### config.mk
export PLATFORM = sky130hd
export DESIGN_NAME = interrupt_trigger_mode_select
export DESIGN_NICKNAME = d
export VERILOG_FILES = /design/src/common/irq_mode_pkg.sv /design/src/rtl/interrupt_trigger_mode_select.sv
export VERILOG_INCLUDE_DIRS = /design/src /design/src/common
export SDC_FILE = /design/constraint.sdc
export NUM_CORES = 1
export LEC_CHECK = 0
export ABC_AREA = 1
export BUFFER_PORTS_ARGS = -buffer_cell sky130_fd_sc_hd__buf_2
export CORE_ASPECT_RATIO = 1.5
export CORE_MARGIN = 5
export CORE_UTILIZATION = 25
export DETAILED_ROUTE_END_ITERATION = 8
export PLACE_DENSITY = 0.43
export SLEW_MARGIN = 25
export SYNTH_ARGS = -nofsm -noshare
export SYNTH_HDL_FRONTEND = slang
export SYNTH_SLANG_ARGS = --single-unit
### constraint.sdc
create_clock -name ref_clk_in -period 1.4 [get_ports ref_clk_in]
set_clock_uncertainty 0.15 [all_clocks]
set_input_delay 0.14 -clock ref_clk_in [delete_from_list [all_inputs] [get_ports ref_clk_in]]
set_output_delay 0.14 -clock ref_clk_in [all_outputs]
set_load 0.02 [all_outputs]
### src/common/irq_mode_consts.svh
`ifndef IRQ_MODE_CONSTS_SVH
`define IRQ_MODE_CONSTS_SVH
// register offsets on the host register port
`define STATUS_SUMMARY_OFFS 8'h02
`define IRQ_MASK_OFFS 8'h0b
`define TRIGGER_MODE_OFFS 8'h0c
// mode register field positions (low bit of each 2-bit field)
`define XFER_DONE_SEL_LSB 0
`define SOURCE_SLIP_SEL_LSB 2
`define ESTIMATOR_DONE_SEL_LSB 4
`define RATE_COMPARE_SEL_LSB 6
// mask register bit positions
`define XFER_DONE_MASK_BIT 0
`define SOURCE_SLIP_MASK_BIT 1
`define ESTIMATOR_DONE_MASK_BIT 4
`define INPUT_FASTER_MASK_BIT 5
// summary bit position in the status register
`define CONVERTER_SUMMARY_BIT 0
// reset values
`define TRIGGER_MODE_RESET 8'h00
`define IRQ_MASK_RESET 8'h00
`define NUM_SOURCES 4
`endif

### src/common/irq_mode_pkg.sv
package irq_mode_pkg;
  // trigger qualification codes
  typedef enum logic [1:0] {
    TRIG_RISE = 2'h0,
    TRIG_FALL = 2'h1,
    TRIG_LEVEL = 2'h2,
    TRIG_RSVD = 2'h3
  } trig_mode_t;
endpackage

### src/rtl/interrupt_trigger_mode_select.sv
`include "irq_mode_consts.svh"
`timescale 1ns/1ps
`default_nettype none
module interrupt_trigger_mode_select
  import irq_mode_pkg::*;
#(
  parameter int ADDR_W = 8,
  parameter int DATA_W = 8
) (
  input wire logic ref_clk_in,
  input wire logic sys_rst_in,
  // register port of the serial host interface, one cycle strobes
  input wire logic reg_wr_in,
  input wire logic reg_rd_in,
  input wire logic [ADDR_W-1:0] reg_addr_in,
  input wire logic [DATA_W-1:0] reg_wdata_in,
  output logic [DATA_W-1:0] reg_rdata_out,
  output logic reg_rvalid_out,
  // raw source conditions: transfer, slip, estimator done, input faster
  input wire logic [3:0] src_cond_in,
  // flags: bit0 xfer_done, bit1 source_slip, bit2 estimator, bit3 ratio
  output logic [3:0] irq_flags_out,
  output logic irq_n_out
);

  // elaboration checks: the map is byte wide and offset 0x0c needs at
  // least four address bits to stay apart from the other offsets
  localparam int NUM_SRC = `NUM_SOURCES;

  if (DATA_W != 8) begin : g_bad_data_w
    $error("interrupt_trigger_mode_select: DATA_W must be 8");
  end
  if (ADDR_W < 4) begin : g_bad_addr_w
    $error("interrupt_trigger_mode_select: ADDR_W below 4");
  end
  if (NUM_SRC != 4) begin : g_bad_src_count
    $error("interrupt_trigger_mode_select: four sources expected");
  end

  // source indices, shared by the flag, condition and mask layouts
  localparam int SRC_XFER = 0;
  localparam int SRC_SLIP = 1;
  localparam int SRC_ESTIMATOR = 2;
  localparam int SRC_RATIO = 3;

  // all state of the block, registered as one word
  typedef struct packed {
    logic [7:0] mode;
    logic [3:0] mask;
    logic [3:0] cond_q;
    logic [3:0] flags;
    logic [7:0] rdata;
    logic rvalid;
  } state_t;

  state_t st_r;
  state_t st_nxt;

  // reset image: rising-edge mode everywhere, all sources masked
  localparam state_t ST_RESET = '{
    mode: `TRIGGER_MODE_RESET,
    mask: 4'(`IRQ_MASK_RESET),
    cond_q: 4'h0,
    flags: 4'h0,
    rdata: 8'h00,
    rvalid: 1'b0
  };

  // mask register bit for source i
  function automatic int mask_pos(input int i);
    case (i)
      0: mask_pos = `XFER_DONE_MASK_BIT;
      1: mask_pos = `SOURCE_SLIP_MASK_BIT;
      2: mask_pos = `ESTIMATOR_DONE_MASK_BIT;
      default: mask_pos = `INPUT_FASTER_MASK_BIT;
    endcase
  endfunction

  // mode field position for source i
  function automatic int sel_pos(input int i);
    case (i)
      0: sel_pos = `XFER_DONE_SEL_LSB;
      1: sel_pos = `SOURCE_SLIP_SEL_LSB;
      2: sel_pos = `ESTIMATOR_DONE_SEL_LSB;
      default: sel_pos = `RATE_COMPARE_SEL_LSB;
    endcase
  endfunction

  // true when the bus address names the given register offset
  function automatic logic addr_is(input logic [ADDR_W-1:0] addr,
                                   input logic [7:0] offs);
    addr_is = (addr == ADDR_W'(offs));
  endfunction

  // one source's qualification: edge against last cycle's level, or
  // the level itself; reserved code 11 qualifies nothing, so a stray
  // write of it silences the source rather than raising noise
  function automatic logic qualify(input trig_mode_t mode,
                                   input logic cur,
                                   input logic prev);
    case (mode)
      TRIG_RISE: qualify = cur & ~prev;
      TRIG_FALL: qualify = ~cur & prev;
      TRIG_LEVEL: qualify = cur;
      default: qualify = 1'b0;
    endcase
  endfunction

  logic sel_mode;
  logic sel_mask;
  logic sel_status;
  logic rd_hit_flags;
  logic [NUM_SRC-1:0] hit;
  logic [7:0] mask_view;
  logic [7:0] rd_word;

  // named views of the mask and flag bits, one per source
  logic xfer_done_mask;
  logic source_slip_mask;
  logic estimator_done_mask;
  logic input_faster_mask;
  logic xfer_done_flag;
  logic source_slip_flag;
  logic estimator_done_flag;
  logic input_faster_flag;

  assign xfer_done_mask = st_r.mask[SRC_XFER];
  assign source_slip_mask = st_r.mask[SRC_SLIP];
  assign estimator_done_mask = st_r.mask[SRC_ESTIMATOR];
  assign input_faster_mask = st_r.mask[SRC_RATIO];
  assign xfer_done_flag = st_r.flags[SRC_XFER];
  assign source_slip_flag = st_r.flags[SRC_SLIP];
  assign estimator_done_flag = st_r.flags[SRC_ESTIMATOR];
  assign input_faster_flag = st_r.flags[SRC_RATIO];

  // register selects, decoded once for both the write and read paths
  assign sel_mode = addr_is(reg_addr_in, `TRIGGER_MODE_OFFS);
  assign sel_mask = addr_is(reg_addr_in, `IRQ_MASK_OFFS);
  assign sel_status = addr_is(reg_addr_in, `STATUS_SUMMARY_OFFS);
  // reading status is the clear strobe for every flag
  assign rd_hit_flags = reg_rd_in & sel_status;

  // per-source qualification against the field that source owns; the
  // history bit is 0 after reset, so a condition already high at
  // release counts as a rising edge
  for (genvar i = 0; i < NUM_SRC; i++) begin : g_src
    trig_mode_t field_mode;
    assign field_mode = trig_mode_t'(st_r.mode[sel_pos(i) +: 2]);
    assign hit[i] = qualify(field_mode, src_cond_in[i], st_r.cond_q[i]);
  end

  // mask register view: four mask bits exist, the rest read as 0
  always_comb begin
    mask_view = 8'h00;
    mask_view[`XFER_DONE_MASK_BIT] = xfer_done_mask;
    mask_view[`SOURCE_SLIP_MASK_BIT] = source_slip_mask;
    mask_view[`ESTIMATOR_DONE_MASK_BIT] = estimator_done_mask;
    mask_view[`INPUT_FASTER_MASK_BIT] = input_faster_mask;
  end

  // readback word for the addressed register; unmapped offsets give 0
  // and the summary bit shows the flags before this cycle's clear
  always_comb begin
    rd_word = 8'h00;
    if (sel_mode) begin
      rd_word = st_r.mode;
    end else if (sel_mask) begin
      rd_word = mask_view;
    end else if (sel_status) begin
      rd_word[`CONVERTER_SUMMARY_BIT] = |st_r.flags;
    end
  end

  // next state: register writes, flag capture, read-clear of status
  always_comb begin
    st_nxt = st_r;
    // history is kept even while masked, so unmasking never turns a
    // level that has stood for a while into a fresh edge
    st_nxt.cond_q = src_cond_in;
    st_nxt.rvalid = reg_rd_in;
    if (reg_wr_in) begin
      if (sel_mode) begin
        st_nxt.mode = reg_wdata_in[7:0];
      end else if (sel_mask) begin
        for (int i = 0; i < NUM_SRC; i++) begin
          st_nxt.mask[i] = reg_wdata_in[mask_pos(i)];
        end
      end
    end
    // reading status clears flags; a new hit in the same cycle wins
    if (rd_hit_flags) begin
      st_nxt.flags = 4'h0;
    end
    // only unmasked sources may set a flag; the old mask is used, so a
    // mask write takes hold one cycle later
    st_nxt.flags = st_nxt.flags | (hit & st_r.mask);
    // read data stands one cycle and is 0 whenever no read was taken
    st_nxt.rdata = 8'h00;
    if (reg_rd_in) begin
      st_nxt.rdata = rd_word;
    end
  end

  // single state register
  always_ff @(posedge ref_clk_in) begin
    if (sys_rst_in) begin
      st_r <= ST_RESET;
    end else begin
      st_r <= st_nxt;
    end
  end

  // read port and flags come straight from the state register
  assign reg_rdata_out = st_r.rdata;
  assign reg_rvalid_out = st_r.rvalid;
  assign irq_flags_out = {input_faster_flag, estimator_done_flag,
    source_slip_flag, xfer_done_flag};
  // active-low summary line, low while any flag stands
  assign irq_n_out = ~(|st_r.flags);

endmodule
`default_nettype wire

* Yosys cells after proc, flatten, opt, wreduce, memory -nomap -nowiden
Index checks and enable logic that the tools add are counted.
Word-level totals: register bits 29, bits of input ports 24, output and inout port bits 14, word-level logic and storage cells 84
Cells by class: order comparisons 4, equal/unequal tests 11, muxes and demuxes 33, bitwise operators 22, reduce and logical (&&, ||, !) cells 8
Operator list (number):
- $mux 32 | 12
- $lt 32x5->1 const B | 4
- $eq 8x4->1 const B | 2
- $bmux 1 s3 | 4
- $pmux 1 s3 | 4
- $not 1->1 | 11
- $mux 1 | 10
- $and 1x1->1 | 9
- $eq 2x1->1 const B | 4
- $eq 2x2->1 const B | 4
- $eq 8x2->1 const B | 1
- $logic_not 2->1 | 4
- $mux 8 | 1
- $mux 5 | 1
- $and 4x4->4 | 1
- $mux 4 | 1
- $or 4x4->4 | 1
- $reduce_or 4->1 | 1
- $reduce_and 3->1 | 1
- $reduce_and 2->1 | 1
- $reduce_or 2->1 | 1

* Depth between registers and ports, before layout
Gate-level depths: netlist of run 1.
word-level depth 7, gate-level depth with buffers 9, gate-level depth less buffers 8

* Least setup slack after synthesis of run 1
No wires, ideal clock.
path kind input -> register, start point input reg_addr_in[7], end point register st_r (netlist bit g_src[0].field_mode[0]), setup time 0.115 ns, arrival time 0.733 ns, required time 1.135 ns, setup slack 0.402 ns, stages 7, path buffers 1, path through nor2_2 > nand2_2 > nor2_4 > buf_6 > nand3b_1 > nand2_1 > nor2_1
On the way: longest elaborated chain between the ends 2
RTL lines:
- from (decl) | RTL line interrupt_trigger_mode_select.sv:15 | input wire logic [ADDR_W-1:0] reg_addr_in,
- $eq 8x4->1 | RTL line interrupt_trigger_mode_select.sv:92 | addr_is = (addr == ADDR_W'(offs));
- $reduce_and 2->1 (no line)
- to (signal assigned) | RTL line interrupt_trigger_mode_select.sv:209 | st_r <= st_nxt;
- to (decl) | RTL line interrupt_trigger_mode_select.sv:56 | state_t st_r;
No other way between the ends. A chain may end at the register's enable or synchronous reset.

* Final worst setup path of run 1
start point register st_r (netlist bit irq_flags_out[0]), end point output irq_n_out
On the way: longest elaborated chain between the ends 2
RTL lines:
- $reduce_or 4->1 | RTL line interrupt_trigger_mode_select.sv:219 | assign irq_n_out = ~(|st_r.flags);
- $not 1->1 | RTL line interrupt_trigger_mode_select.sv:219
- to (decl) | RTL line interrupt_trigger_mode_select.sv:23 | output logic irq_n_out
No other way between the ends.

==> results.py, run 1 <==
metrics = {
    "logic_synthesis": {
        "synth_top_family_by_area": "simple AND/OR/NAND/NOR gates",
        "netlist_area_um2": 1380,
        "synth_xor_area_frac": 0,
        "synth_compound_area_frac": 0.0972,
        "yosysSeqAreaShare": 0.421,
        "synth_cells": 188,
        "ys_types": 19,
        "synthAdderAreaFrac": 0,
        "synth_fp_nets": 212,
        "ys_ff_latch": 29,
        "synth_area_per_cell_um2": 7.33,
        "synth_simple_gate_area_frac": 0.312,
        "ys_warn_count": 0,
        "synth_mux_area_frac": 0,
    },
    "drt": {
        "vias": 1206,
        "wl_per_cell_um": 10.7,
        "via_per_inst": 4.02,
        "drc": 0,
        "drtPass1Iterations": 4,
        "drtAntennaViolNets": 0,
        "drt_iter0_markers": 43,
        "routed_wl_um": 3220,
    },
    "timing": {
        "whs_ps": 25.3,
        "tns_ps": 0,
        "fmax_ghz": 0.789,
        "hold_viol": 0,
        "setup_viol": 0,
        "finalWorstSetupSlack_ps": 132,
        "slew_violations": 0,
        "relSlewSlack": 0.841,
        "layout_min_cycle_time_ps": 1270,
        "tightest_slew_ps": 237,
        "finalCritPeriodShare": 0.906,
        "rsz0062_at_grt": "no",
    },
    "clocking": {
        "cts_tree": "done",
        "root_buffer": "clkbuf_8",
        "cts_inserted_buffers": 5,
        "clock_latency_ps": 270,
        "clkSinkCount": 29,
        "htreeDepth": 2,
        "cts_buffer_depth": 2,
        "clk_pin_slew_ps": 60,
    },
    "hold_path": {
        "worstHoldEndpoint": "g_src[3].field_mode[0]",
        "hold_class": "in -> reg",
        "holdCritStartpoint": "reg_wdata_in[6]",
        "min_path_cells": 4,
    },
    "worst_setup_path": {
        "crit_slowest_cell": "dfxtp_1",
        "worstReg2RegEnd": "irq_flags_out[3]",
        "rr_worst_depth": 4,
        "cp-end-kind": "primary output",
        "worstSetupPathType": "reg -> out",
        "cp_cell_sequence": "nor2_1, nand2_1, inv_1, buf_2",
        "reg2reg_slack_ps": 380,
        "cp_slowest_stage_delay_ps": 320,
        "worstPathRequired_ps": 1110,
        "startpoint_type": "flip-flop",
        "cp_max_fo": 3,
        "crit_arrival_ps": 980,
        "r2r_start": "g_src[3].field_mode[1]",
    },
    "power_and_ir_drop": {
        "ir_drop_v": 0.000266,
        "powerDensity_nw_per_um2": 958,
        "p_leak_uw": 0.000815,
    },
    "die": {
        "io_pins": 38,
        "fp.dieArea_um2": 7130,
        "fp.dieH_um": 101,
        "core_um2": 5410,
        "start_util": 0.255,
        "row_count": 33,
        "die_x_um": 70.6,
    },
    "finish": {
        "final_cells": 300,
        "diodes": 0,
        "layout_common_cells": "nand2_1, buf_2, dfxtp_1, nor2_1, inv_1",
        "drive_gt1_frac": 0.287,
        "fin_util": 0.321,
        "final_common_cell": "nand2_1",
        "area_growth_pct": 26.2,
        "fin_nets": 254,
    },
    "global_routing": {
        "grt_pass1_wl_um": 5530,
        "overflow": 0,
        "antenna_found_initial": 0,
        "grt_max_degree": 13,
        "track_usage": 0.100,
        "first_global_vias": 1218,
    },
    "place": {
        "gp_congestion": 0.750,
        "place_ws_ps": 146,
        "dp_hpwl_um": 2580,
        "port_buffers": 37,
        "place_inst": 285,
    },
    "outcome": {
        "status": "finished, final reports clean",
    },
    "flow_run": {
        "drv_cap": 0,
    },
}
## timing repair
action,CTS,global route
setup buffers,0,0
hold endpoints to repair,8,0
hold buffers,8,0
resized for setup,0,0
## worst max-delay path, delay by kind of cell (launching register included)
kind	cells	cell delay, ps
AND/OR/NAND/NOR	2	190
flip-flops	1	320
buffers and inverters	2	200
## how the worst max path moves through the flow
stage	slack [ps]	start	to
final	130	irq_flags_out[0]	irq_n_out
after detailed placement	150	reg_addr_in[7]	g_src[3].field_mode[0]
after global routing	30	irq_flags_out[0]	irq_n_out
after floorplan	400	reg_addr_in[7]	g_src[0].field_mode[0]
after CTS	100	irq_flags_out[0]	irq_n_out
after global placement	170	reg_addr_in[7]	g_src[1].field_mode[0]
## layout make-up
type / instances / area [µm²]
clock buffer: 7 / 86.3
fill: 600 / 3670
inverter: 25 / 93.8
multi-input combinational: 116 / 564
sequential: 29 / 581
tap: 70 / 87.6
timing repair buffer: 53 / 325
## metal layers
| metal | GRT usage | share of wire | vias to the layer above |
|---|---|---|---|
| met3 | 0.0289 | 0.052 | 5 |
| met5 | 0 | 0 | - |
| li1 | - | - | 651 |
| met2 | 0.185 | 0.52 | 28 |
| met1 | 0.101 | 0.40 | 522 |
| met4 | 0.0521 | 0.024 | 0 |
## synth_stat cells
cell type / n / share of area
nor2_1: 27 / 0.074
nand2_2: 5 / 0.023
o211ai_1: 4 / 0.022
nor3_1: 4 / 0.015
nand3_2: 2 / 0.015
dfxtp_1: 29 / 0.42
buf_2: 3 / 0.011
nor2_2: 2 / 0.0091
buf_4: 12 / 0.065
inv_1: 22 / 0.060
nand2_1: 38 / 0.10
nand3_1: 4 / 0.015
nor2_4: 2 / 0.016
nand3b_1: 8 / 0.044
a21oi_2: 1 / 0.0064
inv_2: 3 / 0.0082
a21oi_1: 17 / 0.062
buf_6: 3 / 0.025
o21ai_1: 2 / 0.0073
## logic make-up (layout without fill, tap and decap cells)
| kind of cell | after synthesis | count (layout) |
|---|---|---|
| simple gates | 92 | 92 |
| flops | 29 | 29 |
| compound gates | 24 | 24 |
| buf+inv | 43 | 85 |
## per-stage QoR
stage | cell area, µm² | power, µW
4_1_cts | 1740 | 1700
2_1_floorplan | 1380 | 921
3_5_place_dp | 1570 | 981
3_3_place_gp | 1570 | 981
5_1_grt | 1740 | 1750
6_report | 1740 | 1660
## state kept, by name, summed over array words and instances, names as in the netlist
| register | count |
|---|---|
| reg_rdata_out | 8 |
| g_src.field_mode | 8 |
| irq_flags_out | 4 |
| mask_view | 2 |
| st_r | 4 |
| input_faster_mask | 1 |
| reg_rvalid_out | 1 |
| estimator_done_mask | 1 |
## power breakdown
group          leakage (µW)  internal, µW  switching [µW]
logic              0.000535          67.8            73.3
registers          0.000235           834            2.54
clock network     0.0000443           389             298
total              0.000815          1290             374
Power figures use the tool's default switching activity.
==> inputs of run 2 (changes only) <==
--- a/config.mk
+++ b/config.mk
@@ -13,6 +13,7 @@
 export CORE_UTILIZATION = 25
 export DETAILED_ROUTE_END_ITERATION = 8
 export PLACE_DENSITY = 0.43
+export RECOVER_POWER = 50
 export SLEW_MARGIN = 25
 export SYNTH_ARGS = -nofsm -noshare
 export SYNTH_HDL_FRONTEND = slang
==> run 2 against run 1 <==
Die area stayed put. First-iteration DRC count is 7.0% lower. Largest power group unchanged. Critical path depth stayed put. Register-to-register slack hardly changed. Global-route usage stayed put. Via count is 0.58% lower.
==> results.py, run 2 (synthesized netlist as in run 1, its figures left out) <==
metrics = {
    "outcome": {
        "status": "finished, final reports clean",
    },
    "flow_run": {
        "drv_cap": 0,
    },
    "worst_setup_path": {
        "path_buf_inv": 2,
        "startpoint_type": "flip-flop",
        "cp_slowest_stage_delay_ps": 320,
        "cp_max_fo": 3,
        "cp_cell_sequence": "nor2_1, nand2_1, inv_1, buf_2",
        "worstSetupPathType": "reg -> out",
        "crit_arrival_ps": 980,
        "critPathTopFamily": "flip-flops",
        "worstPathRequired_ps": 1110,
        "cp-end-kind": "primary output",
        "crit_slowest_cell": "dfxtp_1",
    },
    "place": {
        "gp_congestion": 0.750,
        "place_inst": 285,
        "dp_hpwl_um": 2580,
        "port_buffers": 37,
        "place_ws_ps": 146,
    },
    "finish": {
        "final_cells": 300,
        "final_common_cell": "nand2_1",
        "area_growth_pct": 24.0,
        "fin_nets": 254,
        "drive_gt1_frac": 0.230,
        "diodes": 0,
        "layout_common_cells": "nand2_1, dfxtp_1, nor2_1, buf_2, inv_1",
        "fillers": 611,
    },
    "clocking": {
        "clk_pin_slew_ps": 60,
        "htreeDepth": 2,
        "cts_tree": "done",
        "root_buffer": "clkbuf_8",
        "cts_buffer_depth": 2,
        "cts_inserted_buffers": 5,
        "post_cts_resized": 0,
        "clkSinkCount": 29,
        "cts_setup_buffers": 0,
        "postCtsHoldBufs": 8,
        "clock_latency_ps": 270,
    },
    "timing": {
        "setup_viol": 0,
        "whs_ps": 25.2,
        "rsz0062_at_grt": "no",
        "fmax_ghz": 0.789,
        "layout_min_cycle_time_ps": 1270,
        "finalWorstSetupSlack_ps": 133,
        "tns_ps": 0,
        "relSlewSlack": 0.730,
        "slew_violations": 0,
        "hold_viol": 0,
        "finalCritPeriodShare": 0.905,
        "tightest_slew_ps": 403,
    },
    "drt": {
        "drtAntennaViolNets": 0,
        "vias": 1199,
        "wl_per_cell_um": 10.8,
        "drt_iter0_markers": 40,
        "routed_wl_um": 3230,
        "drtPass1Iterations": 4,
        "via_per_inst": 4.00,
        "drc": 0,
    },
    "die": {
        "io_pins": 38,
        "start_util": 0.255,
        "die_x_um": 70.6,
        "row_count": 33,
        "fp.dieH_um": 101,
        "core_um2": 5410,
        "fp.dieArea_um2": 7130,
    },
    "power_and_ir_drop": {
        "powerDensity_nw_per_um2": 972,
        "ir_drop_v": 0.000267,
        "p_leak_uw": 0.000780,
    },
    "global_routing": {
        "overflow": 0,
        "first_global_vias": 1218,
        "grt_pass1_wl_um": 5530,
        "track_usage": 0.100,
        "antenna_found_initial": 0,
        "grt_max_degree": 13,
    },
    "hold_path": {
        "hold_class": "in -> reg",
    },
}
==> run 2: cell types whose count changed in the layout (fill, tap and decap cells not counted) <==
cell | before | now
o21ai_1 | 2 | 0
clkbuf_1 | 1 | 11
buf_4 | 8 | 6
nand2_1 | 38 | 40
nor2_4 | 2 | 1
buf_2 | 37 | 28
nand2_2 | 5 | 3
nor2_1 | 27 | 28
o21ai_0 | 0 | 2
clkbuf_2 | 0 | 1
==> run 2: cell type report <==
type                            instances  area [µm²]  share of cell area
Multi-Input combinational cell        116         552               0.323
Clock buffer                            7        86.3              0.0505
Timing Repair Buffer                   53         308               0.180
Inverter                               25        93.8              0.0549
Sequential cell                        29         581               0.340
Tap cell                               70        87.6              0.0513
==> run 2: tightest hold or removal path: stages <==
cell	delay, ps
buf_2	70
nand3b_1	90
nand2_1	50
nor2_1	70
==> run 2: per-stage QoR <==
step	util	total power [µW]	area, µm²
2_1_floorplan	-	921	1380
3_3_place_gp	0.291	981	1570
3_5_place_dp	0.291	981	1570
4_1_cts	0.321	1700	1740
5_1_grt	0.316	1750	1710
6_report	0.316	1660	1710
==> run 2: final timing paths <==
check | endpoint | cells after the start | slack [ps] | from
setup / recovery | irq_n_out | 4 | 130 | irq_flags_out[0]
hold reg to reg | reg_rdata_out[3] | 2 | 310 | g_src[1].field_mode[1]
setup reg to reg | irq_flags_out[3] | 4 | 380 | g_src[3].field_mode[1]
hold / removal | g_src[3].field_mode[0] | 4 | 30 | reg_wdata_in[6]
==> run 2: where the power goes <==
part           switching [µW]  internal, µW
logic                    71.9          64.7
clock network             297           389
registers                2.57           834
total                     372          1290
==> run 2: routing by layer <==
layer	track usage	vias to the layer above	routed length [µm]
li1	-	652	-
met1	0.101	520	1320
met2	0.185	22	1680
met3	0.0289	5	145
met4	0.0521	0	78
met5	0	-	0
